[src/design/sil_pkg.sv]
// Shared constants and types for the serial input select, signal-loss and lock block
package sil_pkg;

	// Clock and timing
	localparam int CLK_PERIOD_NS   = 8;
	localparam int LOS_WINDOW_NS   = 5000;
	localparam int LOS_WINDOW_CYC  = (LOS_WINDOW_NS + CLK_PERIOD_NS - 1) / CLK_PERIOD_NS;
	localparam int LOS_MIN_RUN_NS  = 16;
	localparam int LOS_MIN_RUN_CYC = (LOS_MIN_RUN_NS + CLK_PERIOD_NS - 1) / CLK_PERIOD_NS;

	// Pin synchroniser width and bit positions
	localparam int SYNC_W     = 14;
	localparam int PIN_EQ0    = 0;
	localparam int PIN_SEL0   = 4;
	localparam int PIN_HIF    = 6;
	localparam int PIN_VID0   = 7;
	localparam int PIN_FREQ   = 11;
	localparam int PIN_PHASE  = 12;
	localparam int PIN_HARM   = 13;

	// Host register addresses
	localparam logic [7:0] ADDR_LOSS_CTL = 8'h02;
	localparam logic [7:0] ADDR_RCK_CTL  = 8'h03;
	localparam logic [7:0] ADDR_STATUS   = 8'h04;

	// Host frame layout
	localparam logic [5:0] SPI_CMD_LAST  = 6'h0f;
	localparam logic [5:0] SPI_DATA_LAST = 6'h1f;
	localparam logic [5:0] SPI_DONE      = 6'h20;
	localparam int         SPI_RD_BIT    = 15;

	// Trace equalizer settings
	localparam logic [1:0] EQ_LOW  = 2'h0;
	localparam logic [1:0] EQ_MED  = 2'h1;
	localparam logic [1:0] EQ_HIGH = 2'h2;

	// Reclock rates
	localparam logic [1:0] RATE_270M  = 2'h1;
	localparam logic [1:0] RATE_1485M = 2'h2;
	localparam logic [1:0] RATE_2970M = 2'h3;

	typedef struct packed {
		logic [10:0] rsvd;
		logic        automute;
		logic        method;
		logic        sdo_tristate;
		logic [1:0]  threshold;
	} sil_loss_ctl_t;

	typedef struct packed {
		logic [11:0] rsvd;
		logic [1:0]  rate;
		logic [1:0]  eq_gain;
	} sil_rck_ctl_t;

	localparam sil_loss_ctl_t LOSS_CTL_RST = '{rsvd: 11'h000, automute: 1'b1, method: 1'b1,
		sdo_tristate: 1'b0, threshold: 2'h0};
	// Medium gain suits roughly ten inches of stripline
	localparam sil_rck_ctl_t RCK_CTL_RST = '{rsvd: 12'h000, rate: RATE_2970M, eq_gain: EQ_MED};

endpackage : sil_pkg

[src/design/sil_sync.sv]
// Three-stage pin synchroniser that accepts a change once stages two and three agree
`timescale 1ns/1ns
module sil_sync #(
	parameter int W = 1
) (
	input  wire logic         clk,
	input  wire logic         sys_rst,
	input  wire logic [W-1:0] pin_in,
	output logic      [W-1:0] pin_out
);

	logic [W-1:0] s1_r;
	logic [W-1:0] s2_r;
	logic [W-1:0] s3_r;

	always_ff @(posedge clk) begin
		s1_r <= pin_in;
		s2_r <= s1_r;
		s3_r <= s2_r;
	end

	// Stage one feeds only stage two; filtering starts at stage two
	always_ff @(posedge clk) begin
		if (sys_rst) begin
			pin_out <= '0;
		end else begin
			for (int i = 0; i < W; i++) begin
				if (s2_r[i] == s3_r[i]) begin
					pin_out[i] <= s3_r[i];
				end
			end
		end
	end

endmodule : sil_sync

[src/design/sil_front.sv]
// Input select, trace equalizer control, signal-loss detection, mute and lock status
`timescale 1ns/1ns
module sil_front (
	input  wire logic       clk,
	input  wire logic       sys_rst,
	input  wire logic       host_port_select_n,
	input  wire logic       host_din_eq_enable_0,
	input  wire logic       host_dout_eq_enable_1_i,
	output logic            host_dout_eq_enable_1_o,
	output logic            host_dout_eq_enable_1_oe,
	input  wire logic       host_clock_eq_enable_2,
	input  wire logic       host_select_eq_enable_3,
	input  wire logic [1:0] input_select,
	input  wire logic [3:0] serial_video_input,
	input  wire logic       pll_freq_ok,
	input  wire logic       pll_phase_ok,
	input  wire logic       pll_harmonic,
	output logic [3:0]      input_power_en,
	output logic [7:0]      trace_eq_setting,
	output logic            serial_data_out,
	output logic            data_mute,
	output logic            signal_loss_flag,
	output logic            locked,
	output logic            ref_clock_track,
	output logic [1:0]      reclock_rate
);

	logic [sil_pkg::SYNC_W-1:0] pin_s;
	logic                       spi_mode;
	logic [3:0]                 eq_pin;
	logic [1:0]                 sel;
	logic [3:0]                 vid_s;
	logic                       sck_prev_r;
	logic [5:0]                 bit_cnt_r;
	logic [15:0]                shift_r;
	logic [15:0]                cmd_r;
	logic [15:0]                tx_r;
	sil_pkg::sil_loss_ctl_t     loss_ctl_r;
	sil_pkg::sil_rck_ctl_t      rck_ctl_r;
	logic                       sck_rise;
	logic                       sck_fall;
	logic [1:0]                 sel_prev_r;
	logic                       sel_chg;
	logic                       vid_prev_r;
	logic                       vid_cur;
	logic                       vid_edge;
	logic [9:0]                 win_cnt_r;
	logic [3:0]                 run_cnt_r;
	logic [3:0]                 edge_cnt_r;
	logic                       edge_ok;
	logic [3:0]                 edge_thr;
	logic [9:0]                 quiet_cnt_r;

	function automatic logic [3:0] thr_edges(input logic [1:0] code);
		logic [3:0] n;
		n = 4'h4 - {2'h0, code};
		return n;
	endfunction : thr_edges

	function automatic logic [15:0] rd_word(
		input logic [7:0]             a,
		input sil_pkg::sil_loss_ctl_t lc,
		input sil_pkg::sil_rck_ctl_t  rc,
		input logic [3:0]             st
	);
		logic [15:0] d;
		d = 16'h0000;
		if (a == sil_pkg::ADDR_LOSS_CTL) begin
			d = lc;
		end else if (a == sil_pkg::ADDR_RCK_CTL) begin
			d = rc;
		end else if (a == sil_pkg::ADDR_STATUS) begin
			d = {12'h000, st};
		end
		return d;
	endfunction : rd_word

	sil_sync #(
		.W(sil_pkg::SYNC_W)
	) u_sync (
		.clk    (clk),
		.sys_rst(sys_rst),
		.pin_in ({pll_harmonic, pll_phase_ok, pll_freq_ok, serial_video_input, host_port_select_n,
			input_select, host_select_eq_enable_3, host_clock_eq_enable_2, host_dout_eq_enable_1_i,
			host_din_eq_enable_0}),
		.pin_out(pin_s)
	);

	assign spi_mode = ~pin_s[sil_pkg::PIN_HIF];
	assign eq_pin   = pin_s[sil_pkg::PIN_EQ0 +: 4];
	assign sel      = pin_s[sil_pkg::PIN_SEL0 +: 2];
	assign vid_s    = pin_s[sil_pkg::PIN_VID0 +: 4];

	// Host port: chip select active low, data sampled on clock rise, shifted out on fall
	assign sck_rise = spi_mode & ~pin_s[3] & pin_s[2] & ~sck_prev_r;
	assign sck_fall = spi_mode & ~pin_s[3] & ~pin_s[2] & sck_prev_r;

	always_ff @(posedge clk) begin
		if (sys_rst) begin
			sck_prev_r <= 1'b0;
		end else begin
			sck_prev_r <= pin_s[2];
		end
	end

	always_ff @(posedge clk) begin
		if (sys_rst || !spi_mode || pin_s[3]) begin
			bit_cnt_r <= 6'h00;
			shift_r   <= 16'h0000;
		end else if (sck_rise && bit_cnt_r != sil_pkg::SPI_DONE) begin
			bit_cnt_r <= bit_cnt_r + 6'h01;
			shift_r   <= {shift_r[14:0], pin_s[0]};
		end
	end

	always_ff @(posedge clk) begin
		if (sys_rst) begin
			cmd_r <= 16'h0000;
		end else if (sck_rise && bit_cnt_r == sil_pkg::SPI_CMD_LAST) begin
			cmd_r <= {shift_r[14:0], pin_s[0]};
		end
	end

	always_ff @(posedge clk) begin
		if (sys_rst) begin
			tx_r <= 16'h0000;
		end else if (sck_rise && bit_cnt_r == sil_pkg::SPI_CMD_LAST) begin
			tx_r <= rd_word(shift_r[6:0] == 7'h00 ? {shift_r[6:0], pin_s[0]} : {shift_r[6:0], pin_s[0]},
				loss_ctl_r, rck_ctl_r, {sel, signal_loss_flag, locked});
		end else if (sck_fall && bit_cnt_r > sil_pkg::SPI_CMD_LAST) begin
			tx_r <= {tx_r[14:0], 1'b0};
		end
	end

	always_ff @(posedge clk) begin
		if (sys_rst) begin
			host_dout_eq_enable_1_o <= 1'b0;
		end else if (sck_fall && bit_cnt_r > sil_pkg::SPI_CMD_LAST) begin
			host_dout_eq_enable_1_o <= tx_r[15];
		end
	end

	// Pin is an input in legacy mode; optional release while deselected in host mode
	always_ff @(posedge clk) begin
		if (sys_rst) begin
			host_dout_eq_enable_1_oe <= 1'b0;
		end else begin
			host_dout_eq_enable_1_oe <= spi_mode & (~loss_ctl_r.sdo_tristate | ~pin_s[3]);
		end
	end

	always_ff @(posedge clk) begin
		if (sys_rst || !spi_mode) begin
			loss_ctl_r <= sil_pkg::LOSS_CTL_RST;
		end else if (sck_rise && bit_cnt_r == sil_pkg::SPI_DATA_LAST && !cmd_r[sil_pkg::SPI_RD_BIT]
				&& cmd_r[7:0] == sil_pkg::ADDR_LOSS_CTL) begin
			loss_ctl_r <= {11'h000, shift_r[3:0], pin_s[0]};
		end
	end

	always_ff @(posedge clk) begin
		if (sys_rst || !spi_mode) begin
			rck_ctl_r <= sil_pkg::RCK_CTL_RST;
		end else if (sck_rise && bit_cnt_r == sil_pkg::SPI_DATA_LAST && !cmd_r[sil_pkg::SPI_RD_BIT]
				&& cmd_r[7:0] == sil_pkg::ADDR_RCK_CTL) begin
			rck_ctl_r.eq_gain <= (shift_r[0] & pin_s[0]) ? sil_pkg::EQ_HIGH : {shift_r[0], pin_s[0]};
			rck_ctl_r.rate    <= (shift_r[2:1] == 2'h0) ? rck_ctl_r.rate : shift_r[2:1];
		end
	end

	always_ff @(posedge clk) begin
		if (sys_rst) begin
			input_power_en <= 4'h0;
		end else begin
			input_power_en <= 4'h1 << sel;
		end
	end

	always_ff @(posedge clk) begin
		if (sys_rst) begin
			trace_eq_setting <= 8'h00;
		end else begin
			for (int n = 0; n < 4; n++) begin
				if (sel != n[1:0]) begin
					trace_eq_setting[2*n +: 2] <= sil_pkg::EQ_LOW;
				end else if (spi_mode) begin
					trace_eq_setting[2*n +: 2] <= rck_ctl_r.eq_gain;
				end else if (eq_pin[n]) begin
					trace_eq_setting[2*n +: 2] <= sil_pkg::EQ_MED;
				end else begin
					trace_eq_setting[2*n +: 2] <= sil_pkg::EQ_LOW;
				end
			end
		end
	end

	assign vid_cur  = vid_s[sel];
	assign sel_chg  = sel != sel_prev_r;
	assign vid_edge = (vid_cur ^ vid_prev_r) & ~sel_chg;
	assign edge_ok  = vid_edge & (~loss_ctl_r.method || run_cnt_r >= 4'(sil_pkg::LOS_MIN_RUN_CYC));
	assign edge_thr = thr_edges(loss_ctl_r.threshold);

	always_ff @(posedge clk) begin
		if (sys_rst) begin
			sel_prev_r <= 2'h0;
			vid_prev_r <= 1'b0;
		end else begin
			sel_prev_r <= sel;
			vid_prev_r <= vid_cur;
		end
	end

	// Short pulses after a long idle are typical of crosstalk, so run length gates them
	always_ff @(posedge clk) begin
		if (sys_rst || vid_edge || sel_chg) begin
			run_cnt_r <= 4'h0;
		end else if (run_cnt_r != 4'hf) begin
			run_cnt_r <= run_cnt_r + 4'h1;
		end
	end

	// quiet time since the last edge
	// A window may end just after the input went idle; this keeps loss from being flagged before 5 us of quiet
	always_ff @(posedge clk) begin
		if (sys_rst || vid_edge || sel_chg) begin
			quiet_cnt_r <= 10'h000;
		end else if (quiet_cnt_r != 10'h3ff) begin
			quiet_cnt_r <= quiet_cnt_r + 10'h001;
		end
	end

	always_ff @(posedge clk) begin
		if (sys_rst || sel_chg || win_cnt_r == 10'(sil_pkg::LOS_WINDOW_CYC - 1)) begin
			win_cnt_r <= 10'h000;
		end else begin
			win_cnt_r <= win_cnt_r + 10'h001;
		end
	end

	always_ff @(posedge clk) begin
		if (sys_rst || sel_chg || win_cnt_r == 10'(sil_pkg::LOS_WINDOW_CYC - 1)) begin
			edge_cnt_r <= 4'h0;
		end else if (edge_ok && edge_cnt_r != 4'hf) begin
			edge_cnt_r <= edge_cnt_r + 4'h1;
		end
	end

	always_ff @(posedge clk) begin
		if (sys_rst) begin
			signal_loss_flag <= 1'b1;
		end else if (edge_ok && edge_cnt_r + 4'h1 >= edge_thr) begin
			signal_loss_flag <= 1'b0;
		// window end check, only after a full window of quiet
		end else if (!sel_chg && !vid_edge && win_cnt_r == 10'(sil_pkg::LOS_WINDOW_CYC - 1)
				&& edge_cnt_r < edge_thr && quiet_cnt_r >= 10'(sil_pkg::LOS_WINDOW_CYC - 1)) begin
			signal_loss_flag <= 1'b1;
		end
	end

	always_ff @(posedge clk) begin
		if (sys_rst) begin
			data_mute       <= 1'b1;
			serial_data_out <= 1'b1;
		end else begin
			data_mute       <= signal_loss_flag & loss_ctl_r.automute;
			serial_data_out <= (signal_loss_flag & loss_ctl_r.automute) | vid_cur;
		end
	end

	always_ff @(posedge clk) begin
		if (sys_rst) begin
			locked <= 1'b0;
		end else begin
			locked <= pin_s[sil_pkg::PIN_FREQ] & pin_s[sil_pkg::PIN_PHASE] & ~pin_s[sil_pkg::PIN_HARM]
				& ~signal_loss_flag;
		end
	end

	always_ff @(posedge clk) begin
		if (sys_rst) begin
			ref_clock_track <= 1'b1;
		end else begin
			ref_clock_track <= signal_loss_flag;
		end
	end

	always_ff @(posedge clk) begin
		if (sys_rst) begin
			reclock_rate <= sil_pkg::RATE_2970M;
		end else begin
			reclock_rate <= rck_ctl_r.rate;
		end
	end

endmodule : sil_front

[config.mk]
export PLATFORM = sky130hd
export DESIGN_NAME = sil_front
export DESIGN_NICKNAME = d
export VERILOG_FILES = /design/src/design/sil_pkg.sv /design/src/design/sil_sync.sv /design/src/design/sil_front.sv
export SDC_FILE = /design/constraint.sdc
export NUM_CORES = 1
export LEC_CHECK = 0
export BUFFER_PORTS_ARGS = -buffer_cell sky130_fd_sc_hd__buf_2
export CAP_MARGIN = 25
export CORE_ASPECT_RATIO = 0.75
export CORE_MARGIN = 10
export CORE_UTILIZATION = 59
export CTS_CLUSTER_SIZE = 24
export DETAILED_ROUTE_END_ITERATION = 10
export PLACE_DENSITY = 0.83
export SYNTH_ARGS = -nofsm -noshare
export SYNTH_HDL_FRONTEND = slang
export SYNTH_SLANG_ARGS = --single-unit
export TNS_END_PERCENT = 50
[constraint.sdc]
create_clock -name clk -period 2.5 [get_ports clk]
set_input_delay 0 -clock clk [delete_from_list [all_inputs] [get_ports clk]]
set_output_delay 0 -clock clk [all_outputs]
set_load 0.005 [all_outputs]
* Yosys cells after proc, flatten, opt, wreduce, memory -nomap -nowiden
Index checks and enable logic that the tools add are counted.
** Cells by class
- Muxes and demuxes :: 18
- Magnitude comparators :: 6
- Bitwise gates (word level) :: 26
- Shift operators :: 1
- Equality and inequality tests :: 30
- $add $sub $neg :: 6
- Reduce and logical (&&, ||, !) cells :: 32
** Operator list (number)
- equality test 8 x 2 -> 1 bit, second input constant :: 4
- two-way mux 16 bit :: 2
- adder 10 x 1 -> 10 bit, second input constant :: 2
- equality test 1 bit :: 14
- bitwise AND 1 bit :: 13
- logical AND 1 bit :: 13
- equality test 10 bit, second input constant :: 1
- >= comparator 10 bit, second input constant :: 1
- two-way mux 2 bit :: 5
- inequality test 10 bit, second input constant :: 1
- NOT 1 bit :: 10
- adder 4 x 1 -> 4 bit, second input constant :: 2
- equality test 8 x 3 -> 1 bit, second input constant :: 1
- two-way mux 4 bit :: 2
- inequality test 4 bit, second input constant :: 2
- OR reduction 2 bit :: 4
- logical OR 1 bit :: 7
- two-way mux 1 bit :: 7
- adder 6 x 1 -> 6 bit, second input constant :: 1
- equality test 6 x 4 -> 1 bit, second input constant :: 1
- equality test 6 x 5 -> 1 bit, second input constant :: 1
- > comparator 6 x 4 -> 1 bit, second input constant :: 1
- inequality test 6 bit, second input constant :: 1
- nonzero test 2 bit :: 3
- other kinds (16) :: 20
** Storage, ports and cells
- Register bits :: 171
- Output and inout port bits :: 21
- Input port bits :: 16
- Logic and storage cells :: 166

* Longest topological paths before layout
- Word-level depth :: 11
- Depth in mapped cells :: 9
- Mapped depth without buffers :: 9

* Hierarchy
A second synthesis with hierarchy kept.
** Second synthesis, totals
- Cell total of the unflattened synthesis :: 604
- Area total of the unflattened synthesis :: 5858.1 µm²
** Modules (own cells, without submodules)
- sil_front :: area an instance 4533.1 µm², times used 1, cells each 505
- sil_sync :: area an instance 1325.0 µm², times used 1, cells each 99

* Least setup slack after synthesis
OpenSTA, ideal clock, no wires.
- Path type :: register to register
- Start :: register u_sync.pin_out[3]
- End :: register tx_r[1]
- Clock period less this slack :: 2.171 ns
- Setup slack :: 0.329 ns
- Cell stages (with the launch flop) :: 8
- Arrival time :: 2.076 ns
- Path buffers :: 2
- Data required time :: 2.405 ns
- Library setup time :: 0.095 ns
- Cell sequence :: dfxtp_1 or4b_1 buf_2 or4_1 buf_2 nor3_1 o21ai_0 a221oi_1
** On the way
- Word-level cells in the longest chain between the ends :: 6
- Elaborated cells between the ends (all ways) :: 10
- Classes of those cells :: mux: 1; bitwise: 6; reduce/logical: 3
** Ends and longest elaborated chain
- from (decl) :: RTL line sil_sync.sv:9 : output logic [W-1:0] pin_out
- from (signal, indexed assignment) :: RTL line sil_sync.sv:29 : pin_out[i] <= s3_r[i];
- NOT 1 bit (*) :: RTL line sil_front.sv:95, sil_front.sv:96
- bitwise AND 1 bit (*) :: RTL line sil_front.sv:95, sil_front.sv:96
- bitwise AND 1 bit, on equally long branches (2 in series) :: RTL line sil_front.sv:95, sil_front.sv:96
- logical AND 1 bit, on equally long branches :: RTL line sil_front.sv:127, sil_front.sv:130
- two-way mux 16 bit or nonzero test 2 bit (tied branches)
- to (signal assigned) :: RTL line sil_front.sv:128 : tx_r <= rd_word(shift_r[6:0] == 7'h00 ? {shift_r[6:0], pin_s[0]} : {shift_r[6:0], pin_s[0]},
- to (signal assigned) :: RTL line sil_front.sv:131 : tx_r <= {tx_r[14:0], 1'b0};
- to (decl) :: RTL line sil_front.sv:37 : logic [15:0] tx_r;
Every way passes the cells marked *; elsewhere a longest branch is shown, timed or not.
A chain may end at the register's enable or synchronous reset.

* Worst setup path in the final report
- Start :: register bit_cnt_r[1]
- End :: register rck_ctl_r[2] (netlist name)
** On the way
- Word-level cells in the longest chain between the ends :: 5
** Ends and longest elaborated chain
- from (decl) :: RTL line sil_front.sv:34 : logic [5:0] bit_cnt_r;
- from (signal assigned) :: RTL line sil_front.sv:111 : bit_cnt_r <= bit_cnt_r + 6'h01;
- equality test 6 x 5 -> 1 bit :: RTL line sil_front.sv:164 : end else if (sck_rise && bit_cnt_r == sil_pkg::SPI_DATA_LAST && !cmd_r[sil_pkg::SPI_RD_BIT]
- logical AND 1 bit (2 in series) :: RTL line sil_front.sv:164
- logical AND 1 bit :: RTL line sil_front.sv:165 : && cmd_r[7:0] == sil_pkg::ADDR_RCK_CTL) begin
- AND reduction 2 bit (no source line)
- to (signal assigned) :: RTL line sil_front.sv:163 : rck_ctl_r <= sil_pkg::RCK_CTL_RST;
- to (decl) :: RTL line sil_front.sv:39 : sil_pkg::sil_rck_ctl_t rck_ctl_r;
No other way between the ends.

==> impl_metrics.tcl <==
set metrics [dict create \
    clk_root_buffer_cell "sky130_fd_sc_hd__clkbuf_16" \
    grt_first_pass_wirelength_um 20000 \
    globalRouteTotalUtil_pct 17.1 \
    status "finished, final reports clean" \
    worst_path_max_stage_delay_ps 560 \
    dr_total_vias 4347 \
    syn_to_final_growth_pct 18.1 \
    critical_path.reg2reg.endpoint "rck_ctl_r[2]" \
    power_density_nw_per_um2 793 \
    max-slew-margin-rel_pct 53.1 \
    cap_violations 0 \
    fin_ws_ps 250 \
    cts-buffers-inserted 17 \
    count_of_pins_over_their_slew_limit 0 \
    synth_seq_area_share_pct 56.7 \
    clock_tree.htree_level_count 4 \
    post_synth_inst_count 596 \
    min_delay_path_depth 2 \
    netlist_area_um2 5790 \
    worstHoldStart "serial_video_input[0]" \
    source_of_the_critical_timing_path "bit_cnt_r[1]" \
    die_h_um 106 \
    critPathTopFamily "simple AND/OR/NAND/NOR gates" \
    routabilityCongestion 0.861 \
    transition_time_at_the_pin_with_the_least_slew_margin_ps 704 \
    critPathKind "reg2reg" \
    clk_path_buf_depth 2 \
    compound_cell_area_share_of_the_yosys_netlist_pct 8.83 \
    peakVddDrop_mv 0.600 \
    drt_first_pass_iters 7 \
    reg2reg_slack_ps 250 \
    detail_route.wirelength_um 12100 \
    detail_route.iter0.violations 347 \
    postSynthNetCount 628 \
    timing.rr.start "bit_cnt_r[1]" \
    worstPathCellList "ha_1 -> nand3_1 -> or4_1 -> nor4_2 -> buf_4 -> nand2_1 -> a221o_1" \
    synthesis.yosys.warnings 0 \
    antenna_violations_before_repair 0 \
    synth_enable_flop_cells 0 \
    first_global_vias 4296 \
    period_share_pct 90.0 \
    worstSetupStartpointType "register" \
    grt_busiest_layer "met2" \
    synth_simple_gate_area_share_pct 18.0 \
    count_of_nets_after_finishing 683 \
    rsz_0062_raised_after_global_routing "false" \
    max_clock_freq_ghz 0.444 \
    layout-drive-gt1-share_pct 13.3 \
    cp.buffers_inverters 1 \
    cts.reportedPaths.clkPinSlew_ps 60 \
    overall_power_mw 5.43 \
    grt-ovfl-total 0 \
    global_route_track_usage_on_met2_pct 28.4 \
    detail_route.drc_violations 0 \
    detail_route.wl_per_cell_um 15.2 \
    number_of_clock_sinks_seen_by_cts 164 \
    syn_area_per_cell_um2 9.72 \
    core_region_area_um2 9620 \
    muxShareOfSynthArea_pct 5.74 \
    crit_slowest_cell "sky130_fd_sc_hd__or4_1" \
    reg2reg_depth 7 \
    initial_utilization_pct 60.2 \
    fin_tns_setup_ps 0 \
    synth_seq_cells 164 \
    leakage_component_of_the_power_nw 2.79 \
    detailed_place_hpwl_um 7920 \
    fp.dieArea_um2 14200 \
    grt.met1_usage_pct 20.2 \
    placement.setup.worst_slack_ps 214 \
    worstSkewPairLatency_ps 420 \
    finalHoldViolations 0 \
    synth_top_family_by_area "simple AND/OR/NAND/NOR gates" \
    crit_arrival_ps 2560 \
    groute.layer.met3.usage_pct 4.60 \
    timing.critical_path.fanout_max 7 \
    io_buffers 36 \
    die_x_um 134 \
    timing.hold.worst_endpoint "u_sync.s1_r[7]" \
    vias_per_cell 5.46 \
    ant_nets 0 \
    worst_path_required_ps 2810 \
    grt_start_max_net_pins 28 \
    fp-row-count 31 \
    synth_cell_type_count 45 \
    clock_tree_skew_after_final_layout_ps 9.17 \
    tritoncts "done" \
    synthArstFlopShare_pct 0 \
    synth_adder_area_share_pct 3.45 \
    finish.utilization_pct 71.1 \
    cts.repair_timing.setup_buffer_count 0 \
    synth_ff_type "sky130_fd_sc_hd__dfxtp_1" \
    hold_path_class "in2reg" \
    critPathCaptureType "register" \
    n_antenna_cell 0 \
    setup_viol 0 \
    num_io_pins 37 \
    timing.final.crit_period_ps 2250 \
    synth_xor_xnor_area_share_pct 3.93 \
]
-- logic make-up after synthesis --
| group | Yosys count |
|---|---|
| fa+ha+maj | 16 |
| buf+inv | 51 |
| simple gates | 219 |
| flops | 164 |
| compound gates | 88 |
| xor+xnor | 26 |
| mux | 32 |
-- cell type report --
type / count / area [µm²]
Clock buffer: 18 / 439
Clock inverter: 14 / 131
Fill cell: 685 / 2780
Inverter: 26 / 97.6
Multi-Input combinational cell: 381 / 2320
Sequential cell: 164 / 3280
Tap cell: 132 / 165
Timing Repair Buffer: 61 / 405
-- metrics by stage --
| stage | instance area, µm² | cells | hold slack [ps] |
|---|---|---|---|
| global placement | 6120 | 749 | 102 |
| finish | 6840 | 796 | 204 |
| global route | 6840 | 796 | 198 |
| CTS | 6840 | 796 | 198 |
| detailed placement | 6120 | 749 | 104 |
| floorplan | 5790 | 596 | 27.7 |
-- registers in the layout, summed over array words and instances (netlist names), 9 cells and up --
name            cells
u_sync.s1_r        14
cmd_r               9
win_cnt_r          10
quiet_cnt_r        10
u_sync.s2_r        14
tx_r               16
u_sync.pin_out     14
u_sync.s3_r        14
shift_r            15
-- metal layers --
metal	wire length, µm	vias up
li1	-	2126
met1	5370	2047
met2	5850	146
met3	620	28
met4	268	0
met5	0	-
-- worst max-delay path by stage --
stage          slack (ps)           end  depth (start not counted)
2_1_floorplan         330       tx_r[1]                          7
3_3_place_gp          290       tx_r[2]                          5
3_5_place_dp          210       tx_r[3]                          5
4_1_cts               180       tx_r[3]                          5
5_1_grt               120       tx_r[2]                          5
6_report              250  rck_ctl_r[2]                          7
-- placed cells by master, fill, tap and decap left out, drive strengths merged, types with 2 or more instances in the layout --
| cell | count |
|---|---|
| a211oi | 2 |
| a21boi | 2 |
| a21oi | 40 |
| a221o | 2 |
| a221oi | 4 |
| a22oi | 4 |
| a311oi | 2 |
| a31oi | 2 |
| and3 | 4 |
| and4b | 2 |
| buf | 46 |
| clkbuf | 18 |
| clkinv | 3 |
| clkinvlp | 2 |
| dfxtp | 164 |
| dlygate4sd3 | 15 |
| ha | 16 |
| inv | 35 |
| mux2i | 31 |
| nand2 | 57 |
| nand2b | 11 |
| nand3 | 15 |
| nand3b | 2 |
| nand4 | 5 |
| nor2 | 77 |
| nor2b | 8 |
| nor3 | 15 |
| nor3b | 2 |
| nor4 | 6 |
| nor4b | 2 |
| o21ai | 25 |
| or2 | 5 |
| or4 | 2 |
| xnor2 | 15 |
| xor2 | 11 |
-- repair_timing --
action                     4_1_cts  5_1_grt
setup endpoints to repair        0        1
gates resized for setup          0        1
hold endpoints to repair        15        0
hold buffers                    15        0
-- report_power, final --
| part | internal [mW] | total (mW) | switching, mW |
|---|---|---|---|
| Sequential | 2.69 | 2.74 | 0.0494 |
| Combinational | 0.0879 | 0.211 | 0.123 |
| Clock | 1.34 | 2.48 | 1.13 |
-- cell usage after synthesis, drive strengths merged, types with 8 or more instances --
cell type  instances  area (µm²)
a21oi             40         200
clkbuf            21        78.8
dfxtp            164        3280
ha                16         200
inv               26        97.6
mux2i             31         310
nand2             57         214
nand2b            11        68.8
nand3             15        75.1
nor2              77         289
nor2b              8        50.1
nor3              15        75.1
o21ai             25         125
xnor2             15         131
xor2              11        96.3
No activity file was read; power rests on OpenSTA's default activity.
